**src/shared/aud_pkg.sv**
```systemverilog
// Constants for the audio interface page and buffer register bank.
// Assumes a byte-wide register port with 7-bit offsets, decoded from the serial host port outside this block.
//
// Contract
// Offset 2B page 0 reads length bits 15:8.
// Offset 2C page 0 reads length bits 7:0.
// Length word captured from the incoming burst stream.
// Burst found after sync words F872 then 4E1F.
// Page select decoded at 7F on every page.
// Page bits 1:0 choose page, 00 by default.
// Selected page steers both reads and writes; the code steers reads only and ignores writes other than 7F.
// Page 1 holds channel status, byte n at 2n+channel.
// Byte 0 bit 0 gives consumer/professional mode.
// Professional mode replaces byte 23 with computed CRC.
// Host need not write byte 23 when professional.
// Page bits 7:2 read zero; read-only writes ignored.
package aud_pkg;
  localparam logic [6:0]  ADDR_BURST_LEN_HI = 7'h2B;
  localparam logic [6:0]  ADDR_BURST_LEN_LO = 7'h2C;
  localparam logic [6:0]  ADDR_PAGE_SEL     = 7'h7F;
  localparam logic [6:0]  ADDR_CS_LAST      = 7'h2F;
  localparam logic [1:0]  PAGE_CTRL         = 2'h0;
  localparam logic [1:0]  PAGE_RX           = 2'h1;
  localparam logic [1:0]  PAGE_TX           = 2'h2;
  localparam logic [1:0]  PAGE_RESERVED     = 2'h3;
  localparam logic [1:0]  PAGE_RESET        = 2'h0;
  localparam logic [15:0] BURST_SYNC_WORD_A = 16'hF872;
  localparam logic [15:0] BURST_SYNC_WORD_B = 16'h4E1F;
  localparam logic [15:0] BURST_LEN_RESET   = 16'h0000;
  localparam logic [4:0]  CS_CRC_BYTE       = 5'h17;
  localparam logic [4:0]  CS_MODE_BYTE      = 5'h00;
  localparam int          CS_MODE_BIT       = 0;
  localparam int          CS_DEPTH          = 48;
  localparam logic [7:0]  CRC_POLY          = 8'h1D;
  localparam logic [7:0]  CRC_INIT          = 8'hFF;
  localparam logic [7:0]  BYTE_ZERO         = 8'h00;

  typedef enum logic [3:0] {
    ST_IDLE   = 4'b0001,
    ST_SYNC_B = 4'b0010,
    ST_TYPE   = 4'b0100,
    ST_LEN    = 4'b1000
  } aud_burst_e;
endpackage

```
**src/rtl/aud_cs_mem.sv**
```systemverilog
// Channel-status byte store with one write port and a registered read port.
// Assumes the writer and reader share the single block clock.
`timescale 1ns/10ps
module aud_cs_mem #(
  parameter int DW    = 8,
  parameter int DEPTH = 48,
  parameter int AW    = 6
) (
  // Clock.
  input  wire logic          i_clk,
  // Write port.
  input  wire logic          i_we,
  input  wire logic [AW-1:0] i_waddr,
  input  wire logic [DW-1:0] i_wdata,
  // Read port.
  input  wire logic          i_re,
  input  wire logic [AW-1:0] i_raddr,
  output logic      [DW-1:0] o_rdata
);
  logic [DW-1:0] mem_q [DEPTH];

  always_ff @(posedge i_clk) begin
    if (i_we) begin
      mem_q[i_waddr] <= i_wdata;
    end
    if (i_re) begin
      o_rdata <= mem_q[i_raddr];
    end
  end
endmodule // aud_cs_mem

```
**src/rtl/aud_regbank.sv**
```systemverilog
// Register bank: burst length status, page select, receiver channel-status buffer, transmitter CRC byte.
// Assumes a byte register port from the serial host front end and a 16-bit word stream from the receiver.
`timescale 1ns/10ps
module aud_regbank
  import aud_pkg::*;
(
  // Clock and reset.
  input  wire logic        I_CLK,
  input  wire logic        I_RSTN,
  // Host register port.
  input  wire logic        I_WR,
  input  wire logic        I_RD,
  input  wire logic [6:0]  I_ADDR,
  input  wire logic [7:0]  I_WDATA,
  output logic      [7:0]  O_RDATA,
  output logic             O_RVALID,
  output logic      [1:0]  O_PAGE,
  // Receiver word stream.
  input  wire logic        I_RX_WORD_VALID,
  input  wire logic [15:0] I_RX_WORD,
  // Receiver channel-status writes.
  input  wire logic        I_RX_CS_WR,
  input  wire logic        I_RX_CS_CHAN,
  input  wire logic [4:0]  I_RX_CS_BYTE,
  input  wire logic [7:0]  I_RX_CS_DATA,
  output logic             O_RX_PROFESSIONAL,
  // Transmitter channel-status byte path.
  input  wire logic        I_TX_CS_VALID,
  input  wire logic        I_TX_CS_CHAN,
  input  wire logic [4:0]  I_TX_CS_BYTE,
  input  wire logic [7:0]  I_TX_CS_DIN,
  output logic             O_TX_CS_VALID,
  output logic      [7:0]  O_TX_CS_DOUT,
  output logic             O_TX_PROFESSIONAL
);
  function automatic logic [7:0] crc_step(input logic [7:0] c, input logic [7:0] d);
    logic [7:0] r;
    logic       fb;
    r = c;
    for (int i = 0; i < 8; i++) begin
      fb = r[7] ^ d[i];
      r  = {r[6:0], 1'b0} ^ (fb ? CRC_POLY : BYTE_ZERO);
    end
    return r;
  endfunction

  aud_burst_e  st_q, st_d;
  logic [15:0] burst_len_q, burst_len_d;
  logic [1:0]  page_q, page_d;
  logic [7:0]  rdata_q, rdata_d;
  logic        rvalid_q, src_mem_q, src_mem_d;
  logic        rx_pro_q, rx_pro_d;
  logic [1:0]  tx_pro_q, tx_pro_d;
  logic [1:0][7:0] crc_q, crc_d;
  logic [7:0]  tx_dout_q, tx_dout_d;
  logic        tx_valid_q;
  logic        mem_re;
  logic [7:0]  mem_rdata;
  logic        tx_pro_now;

  // Burst framing: two sync words, then type, then length.
  always_comb begin
    st_d        = st_q;
    burst_len_d = burst_len_q;
    if (I_RX_WORD_VALID) begin
      unique case (st_q)
        ST_IDLE: begin
          if (I_RX_WORD == BURST_SYNC_WORD_A) st_d = ST_SYNC_B;
        end
        ST_SYNC_B: begin
          if (I_RX_WORD == BURST_SYNC_WORD_B) st_d = ST_TYPE;
          else if (I_RX_WORD == BURST_SYNC_WORD_A) st_d = ST_SYNC_B;
          else st_d = ST_IDLE;
        end
        ST_TYPE: begin
          st_d = ST_LEN;
        end
        ST_LEN: begin
          burst_len_d = I_RX_WORD;
          st_d        = ST_IDLE;
        end
        default: begin
          st_d = ST_IDLE;
        end
      endcase
    end
  end

  always_ff @(posedge I_CLK or negedge I_RSTN) begin
    if (!I_RSTN) begin
      st_q        <= ST_IDLE;
      burst_len_q <= BURST_LEN_RESET;
    end else begin
      st_q        <= st_d;
      burst_len_q <= burst_len_d;
    end
  end

  // Host access decode and read data.
  assign mem_re = I_RD && (page_q == PAGE_RX) && (I_ADDR <= ADDR_CS_LAST);

  always_comb begin
    page_d    = page_q;
    rdata_d   = rdata_q;
    src_mem_d = src_mem_q;
    if (I_WR && (I_ADDR == ADDR_PAGE_SEL)) begin
      page_d = I_WDATA[1:0];
    end
    if (I_RD) begin
      src_mem_d = mem_re;
      rdata_d   = BYTE_ZERO;
      if (I_ADDR == ADDR_PAGE_SEL) begin
        rdata_d = {6'h00, page_q};
      end else if (page_q == PAGE_CTRL) begin
        if (I_ADDR == ADDR_BURST_LEN_HI) rdata_d = burst_len_q[15:8];
        else if (I_ADDR == ADDR_BURST_LEN_LO) rdata_d = burst_len_q[7:0];
      end
    end
  end

  always_ff @(posedge I_CLK or negedge I_RSTN) begin
    if (!I_RSTN) begin
      page_q    <= PAGE_RESET;
      rdata_q   <= BYTE_ZERO;
      rvalid_q  <= 1'b0;
      src_mem_q <= 1'b0;
    end else begin
      page_q    <= page_d;
      rdata_q   <= rdata_d;
      rvalid_q  <= I_RD;
      src_mem_q <= src_mem_d;
    end
  end

  assign O_RDATA  = src_mem_q ? mem_rdata : rdata_q;
  assign O_RVALID = rvalid_q;
  assign O_PAGE   = page_q;

  // Receiver channel-status buffer, byte n of channel c at 2n+c.
  aud_cs_mem #(
    .DW    (8),
    .DEPTH (CS_DEPTH),
    .AW    (6)
  ) u_rx_cs (
    .i_clk   (I_CLK),
    .i_we    (I_RX_CS_WR),
    .i_waddr ({I_RX_CS_BYTE, I_RX_CS_CHAN}),
    .i_wdata (I_RX_CS_DATA),
    .i_re    (mem_re),
    .i_raddr (I_ADDR[5:0]),
    .o_rdata (mem_rdata)
  );

  // Mode bit of the received stream follows channel 0 byte 0.
  always_comb begin
    rx_pro_d = rx_pro_q;
    if (I_RX_CS_WR && !I_RX_CS_CHAN && (I_RX_CS_BYTE == CS_MODE_BYTE)) begin
      rx_pro_d = I_RX_CS_DATA[CS_MODE_BIT];
    end
  end

  // Transmitter path: CRC over bytes 0 to 22, inserted as byte 23 when professional.
  assign tx_pro_now = tx_pro_q[I_TX_CS_CHAN];

  always_comb begin
    tx_pro_d  = tx_pro_q;
    crc_d     = crc_q;
    tx_dout_d = tx_dout_q;
    if (I_TX_CS_VALID) begin
      tx_dout_d = I_TX_CS_DIN;
      if (I_TX_CS_BYTE == CS_MODE_BYTE) begin
        tx_pro_d[I_TX_CS_CHAN] = I_TX_CS_DIN[CS_MODE_BIT];
        crc_d[I_TX_CS_CHAN]    = crc_step(CRC_INIT, I_TX_CS_DIN);
      end else if (I_TX_CS_BYTE < CS_CRC_BYTE) begin
        crc_d[I_TX_CS_CHAN] = crc_step(crc_q[I_TX_CS_CHAN], I_TX_CS_DIN);
      end else if ((I_TX_CS_BYTE == CS_CRC_BYTE) && tx_pro_now) begin
        tx_dout_d = crc_q[I_TX_CS_CHAN];
      end
    end
  end

  always_ff @(posedge I_CLK or negedge I_RSTN) begin
    if (!I_RSTN) begin
      rx_pro_q   <= 1'b0;
      tx_pro_q   <= 2'b00;
      crc_q      <= {CRC_INIT, CRC_INIT};
      tx_dout_q  <= BYTE_ZERO;
      tx_valid_q <= 1'b0;
    end else begin
      rx_pro_q   <= rx_pro_d;
      tx_pro_q   <= tx_pro_d;
      crc_q      <= crc_d;
      tx_dout_q  <= tx_dout_d;
      tx_valid_q <= I_TX_CS_VALID;
    end
  end

  assign O_RX_PROFESSIONAL = rx_pro_q;
  assign O_TX_PROFESSIONAL = tx_pro_q[0];
  assign O_TX_CS_VALID     = tx_valid_q;
  assign O_TX_CS_DOUT      = tx_dout_q;
endmodule // aud_regbank

```
**config.mk**
```make
export PLATFORM = sky130hd
export DESIGN_NAME = aud_regbank
export DESIGN_NICKNAME = d
export VERILOG_FILES = /design/src/shared/aud_pkg.sv /design/src/rtl/aud_cs_mem.sv /design/src/rtl/aud_regbank.sv
export SDC_FILE = /design/constraint.sdc
export NUM_CORES = 1
export LEC_CHECK = 0
export ABC_AREA = 1
export BUFFER_PORTS_ARGS = -buffer_cell sky130_fd_sc_hd__buf_2
export CAP_MARGIN = 10
export CORE_MARGIN = 8
export CORE_UTILIZATION = 48
export CTS_CLUSTER_SIZE = 10
export DETAILED_ROUTE_END_ITERATION = 6
export GPL_TIMING_DRIVEN = 0
export RECOVER_POWER = 100
export SYNTH_ARGS = -nofsm -noshare
export SYNTH_HDL_FRONTEND = slang
export SYNTH_SLANG_ARGS = --single-unit
```
**constraint.sdc**
```tcl
create_clock -name I_CLK -period 2 [get_ports I_CLK]
set_input_delay 0.3 -clock I_CLK [delete_from_list [all_inputs] [get_ports I_CLK]]
set_output_delay 0.3 -clock I_CLK [all_outputs]
set_load 0.01 [all_outputs]
```
# == Word level (Yosys, flattened, before mapping) ==
# Memories as Yosys holds them, arrays and structs flattened. A register that Yosys moved wholly into a read port is not among the register bits.
# Index checks and enable logic that the tools add are counted.
# totals
regBits,60
latchBits,0
ramBits,384
mem_bits_ro,0
input_bits,66
wordCells,119
memories,1
# mem_list
memory,depth,width,read_ports,rd_clocked_by_memory_dff,wr,line,text
u_rx_cs.mem_q,48,8,1,1,1,aud_cs_mem.sv:20,logic [DW-1:0] mem_q [DEPTH];
# classes
n_addsub,0
n_mul,0
div_mod_pow,0
magnitude_cmp,4
eq_ne,12
shifts,0
muxes,43
n_bitwise,31
reduce_logical,16
# ops
operator,count
$xor 8x5->8,15
$mux 8,11
$mux 5,16
$bwmux 16,2
$mux 16,2
$eq 16x15->1 const B,1
$eq 16x16->1 const B,1
$xor 1x1->1,15
$eq 7x6->1 const B,2
$pmux 4 s3,1
$logic_not 5->1,2
$demux 8 s1,1
$reduce_and 2->1,4
$eq 7x7->1 const B,1
$le 7x6->1 const B,1
$logic_and 1x1->1,7
$not 4->7,1
$eq 5x5->1 const B,1
$lt 5x5->1 const B,1
$mux 1,5
$eq 4x1->1 const B,1
$eq 4x2->1 const B,1
$eq 4x3->1 const B,1
$eq 4x4->1 const B,1
other kinds (12),12

# == Logic depth before layout (Yosys ltp) ==
# logic_depth
ltp_word,29
depth_mapped,18

# == Hierarchy ==
# Synthesis repeated with hierarchy kept, for this count alone.
# hier_totals
hier_cells,1868
area_unflattened_um2,19708.9
# by_module_without_submodules
mod,n_inst,cells_per_inst,area_each_um2,seq_area_each_um2
aud_cs_mem,1,1331,15932.8,11771.3
aud_regbank,1,537,3776.1,1522.7

# == Worst setup path before layout ==
# No wires, ideal clock.
# synth_path
path_type,input to register
startpoint,in I_RX_CS_CHAN
endpoint,"mem u_rx_cs.mem_q[19][0], enable pin"
setup_ns,0.395
arrival_ns,1.639
required_ns,1.605
setup_slack_ns,-0.033
path_stages,3
cell_sequence,clkbuf_1 inv_1 nor4_1
# synth_rtl
item,line,text
from (decl),aud_regbank.sv:23,"input wire logic I_RX_CS_CHAN,"
to (decl),aud_cs_mem.sv:20,
# No word-level cell before the write port.

# == Worst setup path in the final report ==
# layout_path
startpoint,in I_ADDR[0]
endpoint,"reg u_rx_cs.o_rdata[2] (read register of u_rx_cs.mem_q), data pin"
# layout_between
elab_chain_cells,2
# layout_lines
item,line,text
from (decl),aud_regbank.sv:13,"input wire logic [6:0] I_ADDR,"
$le 7x6->1,aud_regbank.sv:100,assign mem_re = I_RD && (page_q == PAGE_RX) && (I_ADDR <= ADDR_CS_LAST);
$logic_and 1x1->1,aud_regbank.sv:100,
to (decl),aud_cs_mem.sv:18,output logic [DW-1:0] o_rdata
# Parallel ways exist; a longest one is shown, timed or not.
# A chain may end at the register's enable or synchronous reset.

==> flow_summary.json <==
{
  "status": "finished with violations",
  "violations": "setup timing",
  "finalPower_w": 0.0225,
  "crit_fanout": 10,
  "ys_types": 49,
  "dpl.hpwl_um": 40400,
  "overflow": 0,
  "cts_buffers": 51,
  "syn-cell-area_sq_um": 19300,
  "endpoint_kind": "register",
  "die_width_um": 216,
  "reg2regPathDepth": 13,
  "synthCells": 1660,
  "final_hold_viol_count": 0,
  "r2r_end": "crc_q[14]",
  "dp.cells": 2266,
  "drive_above_1_share_pct": 15.5,
  "wirelength_um": 61100,
  "internal_power_w": 0.0164,
  "postRouteAntennaNets": 0,
  "synthXorXnorAreaFrac_pct": 1.10,
  "max_freq_ghz": 0.498,
  "r2r_start": "crc_q[15]",
  "cts_tree": "yes",
  "final_nets": 1870,
  "synth.avg_cell_area_sq_um": 11.6,
  "final_util_pct": 55.6,
  "worst_pin_slew_ns": 1.23,
  "peakVddDrop_mv": 0.664,
  "start_kind": "input port",
  "setup_violations": 8,
  "power_frac_comb_pct": 14.7,
  "synth_compound_area_share_pct": 12.5,
  "die_area_sq_um": 46800,
  "yosys_register_bits": 452,
  "initial_utilization_pct": 48.6,
  "die_y_um": 216,
  "fin_ws_ns": -0.00842,
  "grt_pass1_vias": 13400,
  "power.share.clock_pct": 37.1,
  "pre_cts_ws_ns": -0.853,
  "antenna_found_initial": 1,
  "critPathKind": "in -> reg",
  "synth_top_family_by_area": "simple AND/OR/NAND/NOR gates",
  "grt_pass1_wl_um": 88000,
  "gp_congestion": 0.954,
  "fin_skew_ns": 0.0139,
  "final_max_slew_viol_count": 0,
  "track_usage_pct": 25.4,
  "final_common_cell": "edfxtp_1",
  "relSlewSlack_pct": 17.7,
  "yosysWarningCount": 0,
  "muxShareOfSynthArea_pct": 0.351,
  "p_per_area_nw_per_um2": 1020,
  "synthSimpleGateAreaFrac_pct": 13.1,
  "clockRootBuffer": "clkbuf_16",
  "holdPathEnd": "O_PAGE[1]",
  "mostFrequentLayoutCells": "edfxtp_1 (392), nor2_1 (256), o21ai_0 (239)",
  "num_rows": 73,
  "synthAdderAreaFrac_pct": 0,
  "period_share_pct": 100,
  "arrival_ns": 2.34,
  "post-route-min-period_ns": 2.01,
  "clk_pin_slew_worst_paths_ns": 0.05,
  "ios": 88,
  "fin_cells": 2353,
  "cap_violations": 0,
  "holdPathStages": 3,
  "switchingPower_w": 0.00603,
  "p_leak_nw": 7.71,
  "cts_buffer_depth": 3,
  "grt_max_degree": 50,
  "placed_cell_area_sq_um": 20400,
  "viasPerCell": 6.04,
  "drc_errors": 0,
  "netlist.area_leader.share_pct": 61.1,
  "reg2reg_setup_slack_ns": 0.10,
  "fin_area_sq_um": 22000,
  "routedWlPerCell_um": 26.0,
  "vias": 14200,
  "grt_setup_unrepaired": "yes",
  "yosysTopAreaCell": "edfxtp_1",
  "sequentialPowerShare_pct": 48.2,
  "crit_required_ns": 2.33,
  "placement.io_buffers": 71,
  "synthToLayoutAreaGrowth_pct": 14.4,
  "core_sq_um": 39600,
  "drt_iter0_drc": 1824,
  "cts_max_level": 2,
  "hp-class": "in -> reg",
  "dr.pass1.iters": 6,
  "switching_share_pct": 26.8,
  "synth_seq_area_share_pct": 69.1,
  "syn-num-nets": 1726,
  "yosys-top-cells-area": "edfxtp_1 (61%), o21ai_0 (6.2%), dfrtp_1 (5.6%), nor2_1 (5.4%), nand2_1 (3.2%)",
  "clk_latency_ns": 0.60,
  "cts_sinks": 452,
  "hold_start": "I_WR"
}
==> stage by stage <==
stage / setup TNS, ns / hold slack (ns)
floorplan: -1.28 / 0.00441
global placement: -153.68 / 0.424
detailed placement: -150.47 / 0.314
CTS: 0 / 0.00334
global route: -5.30 / 0.0395
finish: -0.0284 / 0.0204
==> area by class of cell <==
type	count	area, sq um
Inverter	84	322
Clock inverter	3	28.8
Clock buffer	73	1390
Multi-Input combinational cell	1027	5400
Fill cell	3421	17600
Tap cell	525	657
Antenna cell	1	2.50
Sequential cell	452	13300
Buffer	97	469
Timing Repair Buffer	91	468
==> cells by family (layout without fill, tap and decap cells) <==
| group | after synthesis | count (layout) |
|---|---|---|
| other | 0 | 1 |
| xor gates and xnor gates | 20 | 20 |
| DFF | 452 | 452 |
| muxes | 6 | 6 |
| AOI/OAI and AO/OA | 415 | 415 |
| buffers and inverters | 181 | 348 |
| and+or+nand+nor | 586 | 586 |
==> cells in the mapped netlist (all sizes together) <==
library cell and n:
edfxtp 392, and2 2, o221ai 38, nor3 6, nand4 12, o22ai 61, dfrtp 43, buf 24
inv 82, a31oi 6, xor2 12, nor2 275, o211ai 18, nand2 185, xnor3 1, clkinv 2
a21oi 33, o31ai 2, clkbuf 73, mux2 6, a22oi 2, dfstp 17, a22o 3, nand3b 1
xnor2 7, nor4 11, or2 4, a31o 4, o21ai 247, o21a 1, nand3 90
==> critical path, cell delays in order <==
cell      delay [ns]
buf_2           0.16
inv_1           0.10
buf_2           0.18
clkbuf_2        0.30
o21ai_0         0.26
o22ai_1         0.10
o211ai_1        0.35
nand3_1         0.23
a31o_2          0.33
==> state kept, by name, summed over array words and instances, names as in the netlist <==
name	flops
O_PAGE	2
crc_q	16
u_rx_cs.o_rdata	8
u_rx_cs.mem_q	384
O_TX_CS_VALID	1
burst_len_q	16
O_TX_CS_DOUT	8
src_mem_q	1
st_q	4
O_RVALID	1
O_RX_PROFESSIONAL	1
rdata_q	8
tx_pro_q	2
==> worst max path at each step <==
stage	startpoint	to	cells after the start
after floorplan	I_RX_CS_CHAN	u_rx_cs.mem_q[19][0]	3
after global placement	I_RX_CS_WR	u_rx_cs.mem_q[18][7]	3
after detailed placement	I_ADDR[0]	u_rx_cs.o_rdata[5]	8
after CTS	I_ADDR[0]	u_rx_cs.o_rdata[5]	8
after global routing	I_RX_CS_CHAN	u_rx_cs.mem_q[12][6]	4
final	I_ADDR[0]	u_rx_cs.o_rdata[2]	9
==> timing repair <==
item	CTS	global route
hold endpoints to repair	12	0
hold buffers	9	0
setup buffers	0	1
gates resized for setup	16	91
setup endpoints to repair	18	113
pin swaps	1	3
==> metal layers <==
layer	global-route usage, %	wire length (um)	up-vias
li1	-	-	6290
met1	34.6	25200	7000
met2	38.9	27300	754
met3	6.34	6320	163
met4	9.72	2290	2
met5	0	10	-
==> power by group through the flow <==
stage | sequential (W) | clock [W] | combinational (W)
after global placement | 0.0110 | 0 | 0.00302
after detailed placement | 0.0110 | 0 | 0.00309
after CTS | 0.0108 | 0.00843 | 0.00312
final | 0.0108 | 0.00835 | 0.00330
after global routing | 0.0109 | 0.00876 | 0.00361
after floorplan | 0.0110 | 0 | 0.00202
Note: power is estimated with default switching activity, not from simulation.
